`config.mk`:
```
export PLATFORM = sky130hd
export DESIGN_NAME = pbp_port
export DESIGN_NICKNAME = d
export VERILOG_FILES = /design/src/design/pbp_pkg.sv /design/src/design/pbp_stream_if.sv /design/src/design/pbp_fifo.sv /design/src/design/pbp_port.sv
export VERILOG_INCLUDE_DIRS = /design/src /design/src/design
export SDC_FILE = /design/constraint.sdc
export NUM_CORES = 1
export LEC_CHECK = 0
export ABC_CLOCK_PERIOD_IN_PS = 7100
export BUFFER_PORTS_ARGS = -buffer_cell sky130_fd_sc_hd__buf_2
export CORE_ASPECT_RATIO = 1.4
export CORE_UTILIZATION = 60
export DETAILED_ROUTE_END_ITERATION = 12
export HOLD_SLACK_MARGIN = 0.15
export PLACE_DENSITY = 0.78
export SYNTH_ARGS = -nofsm -noshare
export SYNTH_HDL_FRONTEND = slang
export SYNTH_HIERARCHICAL = 1
export SYNTH_SLANG_ARGS = --single-unit
```
`constraint.sdc`:
```
create_clock -name clk_i -period 7.1 [get_ports clk_i]
set_input_delay 0.355 -clock clk_i [delete_from_list [all_inputs] [get_ports clk_i]]
set_output_delay 0.355 -clock clk_i [all_outputs]
set_load 0.01 [all_outputs]
```
`src/design/pbp_params.svh`:
```
// Constants for the parallel byte port: widths, depths and pin decode values.
`ifndef PBP_PARAMS_SVH
`define PBP_PARAMS_SVH
`define PBP_DATA_W 8
`define PBP_FIFO_DEPTH 32
`define PBP_FIFO_LVL_W 6
`define PBP_DIR_ALL_IN 3'h7
`define PBP_CFG_DIGITAL_MIN 4'hA
`define PBP_CFG_DIGITAL_MAX 4'hF
`define PBP_SYNC_STAGES 2
`endif

```
`src/design/pbp_pkg.sv`:
```
// Types shared by the parallel byte port modules.
package pbp_pkg;
    typedef enum logic [1:0] {
        PBP_IDLE = 2'b00,
        PBP_WRITE = 2'b01,
        PBP_READ = 2'b10
    } pbp_state_e;
    typedef logic [7:0] pbp_byte_t;
endpackage : pbp_pkg

```
`src/design/pbp_stream_if.sv`:
```
// Valid/ready byte stream between the port logic and its buffer.
`timescale 1ns/1ps
interface pbp_stream_if #(parameter int W = 8);
    logic valid;
    logic ready;
    logic [W-1:0] data;
    modport src (output valid, output data, input ready);
    modport snk (input valid, input data, output ready);
endinterface : pbp_stream_if

```
`src/design/pbp_fifo.sv`:
```
// Byte FIFO with a registered output stage, parameterised in width and depth.
`timescale 1ns/1ps
module pbp_fifo #(
    parameter int W = 8,
    parameter int D = 32,
    parameter int AW = 5
) (
    input wire logic clk_i,
    input wire logic rst_i,
    input wire logic ce_i,
    pbp_stream_if.snk in_if,
    pbp_stream_if.src out_if,
    output logic [AW:0] level_o
);
    logic [W-1:0] mem [D];
    logic [AW-1:0] wp_r;
    logic [AW-1:0] rp_r;
    logic [AW:0] cnt_r;
    logic out_valid_r;
    logic [W-1:0] out_data_r;
    logic push;
    logic load;
    logic [AW:0] lvl;

    // Full counts the output stage too, so the buffer never holds more than D words.
    assign lvl = cnt_r + {{AW{1'b0}}, out_valid_r};
    assign in_if.ready = (lvl != (AW+1)'(D)) ? 1'b1 : 1'b0;
    assign push = ce_i & in_if.valid & in_if.ready;
    // The output stage refills whenever it is empty or being taken this cycle.
    assign load = ce_i & (cnt_r != '0) & (~out_valid_r | out_if.ready);
    assign out_if.valid = out_valid_r;
    assign out_if.data = out_data_r;
    assign level_o = lvl;

    always_ff @(posedge clk_i) begin
        if (push) begin
            mem[wp_r] <= in_if.data;
        end
    end

    always_ff @(posedge clk_i) begin
        if (rst_i) begin
            wp_r <= '0;
            rp_r <= '0;
            cnt_r <= '0;
        end else begin
            if (push) begin
                wp_r <= wp_r + 1'b1;
            end
            if (load) begin
                rp_r <= rp_r + 1'b1;
            end
            cnt_r <= cnt_r + {{AW{1'b0}}, push} - {{AW{1'b0}}, load};
        end
    end

    always_ff @(posedge clk_i) begin
        if (rst_i) begin
            out_valid_r <= 1'b0;
            out_data_r <= '0;
        end else if (ce_i) begin
            if (load) begin
                out_valid_r <= 1'b1;
                out_data_r <= mem[rp_r];
            end else if (out_if.ready) begin
                out_valid_r <= 1'b0;
            end
        end
    end
endmodule : pbp_fifo

```
`src/design/pbp_port.sv`:
```
// Parallel slave byte port: host strobe decode, data latch, flags and assertions.
//
// Operation
// - Control-direction bit 4 set switches the data port into slave operation.
// - Slave operation stays off while the PWM unit runs two or four outputs.
// - Control pins 0, 1, 2 act as read, write and chip-select, active low.
// - Strobes act only while the three control direction bits are all input.
// - Strobes act only while analog port config lies between 1010 and 1111.
// - Host write spans chip-select and write low; ends when either goes high.
// - End of host write sets port event and input buffer full flags.
// - Host read start drives the latch onto data pins and clears output full.
// - Firmware latch write sets output full, except during a read: drive, keep clear.
// - Read end releases the data pins to input and sets the port event flag.
// - Host accesses may come at any time relative to the device clock.
// - Firmware waits for port event, then checks the buffer full flags.
`timescale 1ns/1ps
`include "pbp_params.svh"
module pbp_port (
    input wire logic clk_i,
    input wire logic rst_i,
    input wire logic ce_i,
    input wire logic slave_mode_enable_i,
    input wire logic [2:0] control_port_direction_i,
    input wire logic [3:0] analog_port_config_i,
    input wire logic pwm_multi_output_i,
    input wire logic control_pin_0_i,
    input wire logic control_pin_1_i,
    input wire logic control_pin_2_i,
    input wire pbp_pkg::pbp_byte_t data_i,
    output pbp_pkg::pbp_byte_t data_o,
    output logic data_oe_n_o,
    input wire logic fw_wr_i,
    input wire pbp_pkg::pbp_byte_t fw_wdata_i,
    input wire logic fw_rd_i,
    output pbp_pkg::pbp_byte_t fw_rdata_o,
    output logic fw_rvalid_o,
    input wire logic port_event_clr_i,
    output logic port_event_flag_o,
    output logic input_buffer_full_o,
    output logic output_buffer_full_o,
    output logic overflow_o,
    output logic slave_active_o
);
    import pbp_pkg::*;

    pbp_state_e st_r;
    pbp_state_e st_nxt;
    logic [2:0] sync1_r;
    logic [2:0] sync2_r;
    pbp_byte_t data1_r;
    pbp_byte_t data2_r;
    logic mode_on;
    logic rd_n_s;
    logic wr_n_s;
    logic cs_n_s;
    logic wr_start;
    logic rd_start;
    logic wr_end;
    logic rd_end;
    pbp_byte_t latch_r;
    pbp_byte_t wbyte_r;
    logic oe_n_r;
    logic event_r;
    logic ibf_r;
    logic obf_r;
    logic ovf_r;
    logic pend_r;
    pbp_byte_t pend_data_r;
    logic mode_r;
    logic [5:0] level;
    logic pop;

    pbp_stream_if #(.W(`PBP_DATA_W)) in_s ();
    pbp_stream_if #(.W(`PBP_DATA_W)) out_s ();

    // True when the configuration lets the control pins act as digital strobes.
    function automatic logic strobes_usable(input logic en, input logic pwm_multi,
                                            input logic [2:0] dir, input logic [3:0] cfg);
        strobes_usable = en & ~pwm_multi & (dir == `PBP_DIR_ALL_IN)
                         & (cfg >= `PBP_CFG_DIGITAL_MIN) & (cfg <= `PBP_CFG_DIGITAL_MAX);
    endfunction : strobes_usable

    assign mode_on = strobes_usable(slave_mode_enable_i, pwm_multi_output_i,
                                    control_port_direction_i, analog_port_config_i);

    always_ff @(posedge clk_i) begin
        if (rst_i) begin
            sync1_r <= 3'h7;
            sync2_r <= 3'h7;
        end else if (ce_i) begin
            sync1_r <= {control_pin_2_i, control_pin_1_i, control_pin_0_i};
            sync2_r <= sync1_r;
        end
    end

    // Data is delayed as far as the strobes so the byte seen at the end of a
    // write is the one the host held while its strobes were still low.
    always_ff @(posedge clk_i) begin
        if (rst_i) begin
            data1_r <= 8'h00;
            data2_r <= 8'h00;
        end else if (ce_i) begin
            data1_r <= data_i;
            data2_r <= data1_r;
        end
    end

    assign rd_n_s = sync2_r[0];
    assign wr_n_s = sync2_r[1];
    assign cs_n_s = sync2_r[2];

    assign wr_start = (st_r == PBP_IDLE) & mode_on & ~cs_n_s & ~wr_n_s;
    assign rd_start = (st_r == PBP_IDLE) & mode_on & ~cs_n_s & ~rd_n_s & wr_n_s;
    assign wr_end = (st_r == PBP_WRITE) & (cs_n_s | wr_n_s | ~mode_on);
    assign rd_end = (st_r == PBP_READ) & (cs_n_s | rd_n_s | ~mode_on);

    always_comb begin
        st_nxt = st_r;
        unique case (st_r)
            PBP_IDLE: begin
                if (wr_start) begin
                    st_nxt = PBP_WRITE;
                end else if (rd_start) begin
                    st_nxt = PBP_READ;
                end
            end
            PBP_WRITE: begin
                if (wr_end) begin
                    st_nxt = PBP_IDLE;
                end
            end
            PBP_READ: begin
                if (rd_end) begin
                    st_nxt = PBP_IDLE;
                end
            end
            default: begin
                st_nxt = PBP_IDLE;
            end
        endcase
    end

    always_ff @(posedge clk_i) begin
        if (rst_i) begin
            st_r <= PBP_IDLE;
        end else if (ce_i) begin
            st_r <= st_nxt;
        end
    end

    always_ff @(posedge clk_i) begin
        if (rst_i) begin
            mode_r <= 1'b0;
        end else if (ce_i) begin
            mode_r <= mode_on;
        end
    end

    always_ff @(posedge clk_i) begin
        if (rst_i) begin
            wbyte_r <= 8'h00;
        end else if (ce_i && (wr_start || (st_r == PBP_WRITE && !wr_end))) begin
            wbyte_r <= data2_r;
        end
    end

    // A finished write waits here when the buffer is full; a second write
    // ending before it drains is dropped and flagged, never overwrites.
    always_ff @(posedge clk_i) begin
        if (rst_i) begin
            pend_r <= 1'b0;
            pend_data_r <= 8'h00;
        end else if (ce_i) begin
            if (wr_end && (!pend_r || in_s.ready)) begin
                pend_r <= 1'b1;
                pend_data_r <= wbyte_r;
            end else if (in_s.ready) begin
                pend_r <= 1'b0;
            end
        end
    end

    always_ff @(posedge clk_i) begin
        if (rst_i) begin
            ovf_r <= 1'b0;
        end else if (ce_i) begin
            if (wr_end && pend_r && !in_s.ready) begin
                ovf_r <= 1'b1;
            end else if (port_event_clr_i) begin
                ovf_r <= 1'b0;
            end
        end
    end

    assign in_s.valid = pend_r;
    assign in_s.data = pend_data_r;
    assign out_s.ready = fw_rd_i;
    assign pop = ce_i & fw_rd_i & out_s.valid;

    pbp_fifo #(.W(`PBP_DATA_W), .D(`PBP_FIFO_DEPTH), .AW(5)) u_fifo (
        .clk_i(clk_i),
        .rst_i(rst_i),
        .ce_i(ce_i),
        .in_if(in_s),
        .out_if(out_s),
        .level_o(level)
    );

    always_ff @(posedge clk_i) begin
        if (rst_i) begin
            latch_r <= 8'h00;
        end else if (ce_i && fw_wr_i) begin
            latch_r <= fw_wdata_i;
        end
    end

    always_ff @(posedge clk_i) begin
        if (rst_i) begin
            oe_n_r <= 1'b1;
        end else if (ce_i) begin
            oe_n_r <= ~((st_nxt == PBP_READ));
        end
    end

    always_ff @(posedge clk_i) begin
        if (rst_i) begin
            obf_r <= 1'b0;
        end else if (ce_i) begin
            if (rd_start || st_r == PBP_READ) begin
                obf_r <= 1'b0;
            end else if (fw_wr_i) begin
                obf_r <= 1'b1;
            end
        end
    end

    always_ff @(posedge clk_i) begin
        if (rst_i) begin
            ibf_r <= 1'b0;
        end else if (ce_i) begin
            if (wr_end) begin
                ibf_r <= 1'b1;
            end else if (pop && level == 6'h01 && !pend_r) begin
                ibf_r <= 1'b0;
            end
        end
    end

    always_ff @(posedge clk_i) begin
        if (rst_i) begin
            event_r <= 1'b0;
        end else if (ce_i) begin
            if (wr_end || rd_end) begin
                event_r <= 1'b1;
            end else if (port_event_clr_i) begin
                event_r <= 1'b0;
            end
        end
    end

    assign data_o = latch_r;
    assign data_oe_n_o = oe_n_r;
    assign fw_rdata_o = out_s.data;
    assign fw_rvalid_o = out_s.valid;
    assign port_event_flag_o = event_r;
    assign input_buffer_full_o = ibf_r;
    assign output_buffer_full_o = obf_r;
    assign overflow_o = ovf_r;
    assign slave_active_o = mode_r;
endmodule : pbp_port

```
# Word level (Yosys, flattened, before mapping)
# Memory sizes are Yosys's and may differ from the RTL's. A register that Yosys moved wholly into a read port is not among the register bits.
# Index checks and enable logic that the tools add are counted.
# word_totals
output_inout_bits,23
mem_count,1
inputBits,34
ramBits,256
word_cells,112
ff_bits,72
# classes
n_reduce_logical,31
eq_ne,6
n_mux,19
n_addsub,5
magnitude_cmp,2
bitwise_logic,29
# memory_table
name,words,word_bits,read_ports,rd_ports_with_merged_regs,write_ports,line,text
u_fifo.mem,32,8,1,1,1,pbp_fifo.sv:15,logic [W-1:0] mem [D];
# op_table
cell,n
$and A1 B1 Y1,17
$reduce_and A2 Y1,8
$mux W1,14
$add A6 B1 Y6,2
$reduce_bool A2 Y1,6
$add A5 B1 Y5 const B,2
$logic_and A1 B1 Y1,8
$mux W2,4
$not A1 Y1,7
$eq A6 B1 Y1 const B,1
$ne A6 B6 Y1 const B,1
$pmux W2 S3,1
$reduce_bool A6 Y1,1
$sub A6 B1 Y6,1
$or A1 B1 Y1,5
$eq A2 B2 Y1 const B,2
$ge A4 B4 Y1 const B,1
$le A4 B4 Y1 const B,1
$logic_or A1 B1 Y1,4
$eq A3 B3 Y1 const B,1
$logic_not A1 Y1,3
$eq A2 B1 Y1 const B,1
$logic_not A2 Y1,1

# Depth between registers and ports, before layout
# logic_depth
word_depth,14
depth_mapped,16
depth_no_buf,15

# Hierarchy
# Netlist, hierarchy kept.
# modules_own_cells
mod,instances,cells_each,seq_area_each_um2,area_each_um2
pbp_fifo,1,611,8187.9,11258.3
pbp_port,1,221,1101.1,2143.3

# Worst setup path after synthesis
# Ideal clock, no wire load.
# synth_path
path_type,reg2reg
from,register u_fifo.out_valid_r (netlist: u_fifo/out_if.valid)
to,register u_fifo.cnt_r[5]
setup_time_ps,121
stages_incl_launch_ff,15
arrival_time_ps,3315
t_required_ps,6979
period_less_slack_ps,3436
path_slack_ps,3664
path_buffers,1
cell_sequence,dfxtp_1 ha_1 ha_1 or4_1 o31a_1 buf_2 inv_1 ha_1 inv_1 ha_1 a21o_1 a21oi_1 o21bai_1 a21oi_1 mux2_2
# synth_via
elab_chain_len,6
word_cells_on_any_way,9
classes_between,add/sub: 3; eq/ne: 1; mux: 1; bitwise: 4
# synth_lines
element,line,text
from (decl),pbp_fifo.sv:19,logic out_valid_r;
from (signal assigned),pbp_fifo.sv:59,out_valid_r <= 1'b0;
from (signal assigned),pbp_fifo.sv:63,out_valid_r <= 1'b1;
from (signal assigned),pbp_fifo.sv:66,out_valid_r <= 1'b0;
$add A6 B1 Y6,pbp_fifo.sv:26,"assign lvl = cnt_r + {{AW{1'b0}}, out_valid_r};"
net level[1],pbp_port.sv:70,logic [5:0] level;
$ne A6 B6 Y1,pbp_fifo.sv:27,assign in_if.ready = (lvl != (AW+1)'(D)) ? 1'b1 : 1'b0;
$mux W1,pbp_fifo.sv:27,
$and A1 B1 Y1,pbp_fifo.sv:28,assign push = ce_i & in_if.valid & in_if.ready;
$add A6 B1 Y6,pbp_fifo.sv:53,"cnt_r <= cnt_r + {{AW{1'b0}}, push} - {{AW{1'b0}}, load};"
$sub A6 B1 Y6,pbp_fifo.sv:53,
to (signal assigned),pbp_fifo.sv:53,
to (decl),pbp_fifo.sv:18,logic [AW:0] cnt_r;
# The timed path passes the listed nets, and every way through them passes these cells.
# A chain may end at the register's enable or synchronous reset.

# Worst setup path in the final report
# Ends and elaborated chain as after synthesis.

==> PnR_summary.wiki <==
{| class="wikitable"
! Metric !! Value
|-
| Status || finished, final reports clean
|-
| Final count of pins violating max slew || 0
|-
| Fraction of registers with async set/reset || 0
|-
| Total routing resource utilization after global routing || 0.224
|-
| Highest Clock Rate || 0.276 GHz
|-
| Period utilisation layout || 0.510
|-
| Highest-count cells in the layout ignoring fill and taps || edfxtp_1 (256), nor2_1 (80), dfxtp_1 (78), mux2i_1 (70), buf_2 (55)
|-
| GRT Max-Usage Layer || met2
|-
| Most common flop cell mapped by yosys || edfxtp_1
|-
| Worst Clk Skew || 0.0143 ns
|-
| Startpoint of the worst setup timing path || u_fifo/out_if.valid
|-
| Final Wtd Congestion || 0.831
|-
| Number of port buffers || 55
|-
| Endpoint of the most critical setup path || u_fifo/cnt_r[5]
|-
| Remaining number of nets flagged by the antenna check after routing || 0
|-
| Largest net degree at the start of global routing || 65
|-
| Synth area leader || edfxtp_1
|-
| Buffers inserted by post-CTS timing repair || 0
|-
| Fraction of final layout cells with drive strength greater than 1 || 0.185
|-
| Count of endpoints failing hold in the final timing report || 0
|-
| Footprint of the flip-flops and latches || 9290 µm²
|-
| Antenna Cells || 0
|-
| Final net count || 954
|-
| PnR Total Power || 4.26 mW
|-
| Vertical die dimension || 179 µm
|-
| Footprint of the multi-input gates || 3830 µm²
|-
| Post-route DRC || 0
|-
| Via Count || 7,106
|-
| Synth Net Count || 885
|-
| Seq cells post-synth || 336
|-
| Std cell rows || 64
|-
| Setup repair after global routing missed its margin || no
|-
| Top-level port count || 57
|-
| Count of routing violations after the opening detailed-route iteration || 460
|-
| Htree depth || 1
|-
| Reg-to-Reg End || u_fifo/cnt_r[5]
|-
| Count of unique library cells instantiated by Yosys || 55
|-
| Global-route met2 utilization || 0.390
|-
| Antenna violations before repair || 0
|-
| Worst endpoint data arrival time || 4.05 ns
|-
| Period minus WS final || 3.62 ns
|-
| Full die area || 22,900 µm²
|-
| Clock buffer count from CTS || 29
|-
| Synth-to-Final Area Change || 12.1%
|-
| Post-layout instance count excluding filler cells || 1,221
|-
| Syn. warnings || 6
|-
| Clock net sink count || 336
|-
| Die Width || 128 µm
|-
| Average detailed-routed wire length per instance || 20.2 µm
|-
| Maximum fanout along the worst path || 8
|-
| Per-cell via count in the routed design || 5.82
|-
| First-pass GRT wire length || 38.7 mm
|-
| Number of detailed-route iterations in the first pass || 5
|-
| Critical register-to-register path startpoint || u_fifo/out_if.valid
|-
| Syn avg cell area || 16.1 µm²
|-
| Total negative slack for setup checks || 0 ns
|-
| Post-synth EDFFs || 256
|-
| CTS tree || done
|-
| PwrDens || 284 nW/µm²
|-
| Met3 usage in global routing || 0.0370
|-
| CP required || 7.53 ns
|-
| Most common library cell in the layout ignoring fill and taps || edfxtp_1
|-
| Max-Slew Margin vs Limit || 0.213
|-
| Most area-consuming cells after synthesis || edfxtp_1 (57%), dfxtp_1 (12%), mux4_2 (7.7%)
|-
| Reg2Reg Setup Slack || 3.48 ns
|-
| Hold slack final || 0.168 ns
|-
| Sum of overflow across all layers after global routing || 0
|-
| Number of violations of the max-capacitance limit || 0
|-
| Routed Wire Length || 24.7 mm
|-
| DPL Wire Length || 15.2 mm
|-
| Worst min-delay path category || input port to flop
|-
| Initial standard-cell utilization of the core || 0.613
|-
| Transition time of the tightest slew-check pin || 1.18 ns
|-
| Worst-case reg-to-reg path depth || 13
|-
| Final-report setup violation count || 0
|-
| Longest Clk Path Bufs || 3
|-
| Clock slew at the register clock pins of the worst setup and hold paths || 0.06 ns
|-
| Kind of capture point of the worst setup path || flop
|-
| Later-pin clock latency in the skew report || 0.55 ns
|-
| Placed cell count || 1,144
|-
| Filler instances || 1,422
|-
| Cells after Synth || 832
|-
| Fraction of post-synthesis cell area in the top cell type by area || 0.574
|-
| Type of the worst setup path || flop to flop
|-
| Worst Setup Start Kind || flop
|-
| IR drop worst, VDD || 199 µV
|-
| Static power due to leakage || 5.55 nW
|-
| Via count of the first global-routing pass || 7,139
|-
| Sequential area share after synthesis || 0.693
|-
| Core Box Area || 21,900 µm²
|-
| Netlist Area Pre-Place || 13,400 µm²
|-
| Root buffer cell || clkbuf_16
|-
| GRT met1 Usage || 0.273
|}
-- cells in the mapped netlist (8+ instances only) --
library cell  instances
nor2b_1              13
nand2b_1             18
nand3_1              13
clkbuf_1             24
buf_2                11
edfxtp_1            256
ha_1                 18
a22o_1               14
nand2_1              26
dfxtp_1              80
mux2i_1              70
o221ai_1              8
nor2_1               80
mux4_2               46
inv_1                15
a21oi_1              35
-- metal layers --
metal  vias to the layer above  wire length, µm
li1                       3341                -
met1                      3509             9730
met2                       214            12700
met3                        42             1260
met4                         0              985
met5                         -                0
-- worst min-delay path by stage --
stage / startpoint / endpoint / cells after the start
final: fw_wr_i / data_o[2] / 3
after global routing: fw_wr_i / data_o[4] / 3
after CTS: fw_wr_i / data_o[2] / 3
after detailed placement: sync1_r[0] / sync2_r[0] / 1
after global placement: sync1_r[2] / sync2_r[2] / 1
after floorplan: sync1_r[0] / sync2_r[0] / 1
-- worst max-delay path, stage by stage, from the launching register on --
cell,delay (ns)
dfxtp_1,0.35
ha_1,0.25
ha_1,0.31
or4_1,0.61
o31a_1,0.43
inv_1,0.10
ha_1,0.14
inv_1,0.07
ha_1,0.27
a21o_1,0.15
a21oi_1,0.22
o21bai_1,0.10
a21oi_1,0.17
mux2_2,0.34
-- report_power, final --
group          switching [mW]  internal [mW]
Combinational           0.264          0.276
Sequential             0.0889           2.13
Clock                   0.671          0.830
Total                    1.02           3.24
-- through the flow --
stage                     cell area [µm²]  worst slack [ns]   util
final                               15000              3.48  0.687
after global routing                15000              3.23  0.687
after CTS                           15000              3.47  0.687
after detailed placement            13900              3.50  0.635
after global placement              13900              3.55  0.635
after floorplan                     13400              3.66      -
-- final cells by class --
| type | instances | share of cell area |
|---|---|---|
| multi-input cells | 435 | 0.255 |
| repair buffers | 84 | 0.0367 |
| inverters | 15 | 0.00375 |
| flip-flops and latches | 336 | 0.619 |
| clock inverters | 12 | 0.00450 |
| well taps | 297 | 0.0247 |
| clock buffers | 42 | 0.0565 |
-- state kept, by name (all words and copies together), names as in the netlist, 6 cells and up --
signal and cells:
u_fifo/mem 256, data2_r 8, data_o 8, wbyte_r 8, in_s.data 8, u_fifo/cnt_r 6
u_fifo/out_if.data 8, data1_r 8
-- logic make-up (layout without fill, tap and decap cells) --
logic type               after synthesis  after routing  synth area share
flip-flops                           336            336             0.693
AO/OA/AOI/OAI                        108            108            0.0613
buffers and inverters                 61            153            0.0216
multiplexers                         119            119             0.134
XOR/XNOR                              13             13           0.00850
adder cells (fa/ha/maj)               19             19            0.0183
AND/OR/NAND/NOR                      176            176            0.0628
-- timing repair --
action / 4_1_cts / 5_1_grt
hold endpoints to repair: 22 / 0
setup endpoints to repair: 0 / 0
hold buffers: 23 / 0
gates resized for setup: 0 / 0
(Power assumes the default switching activity.)
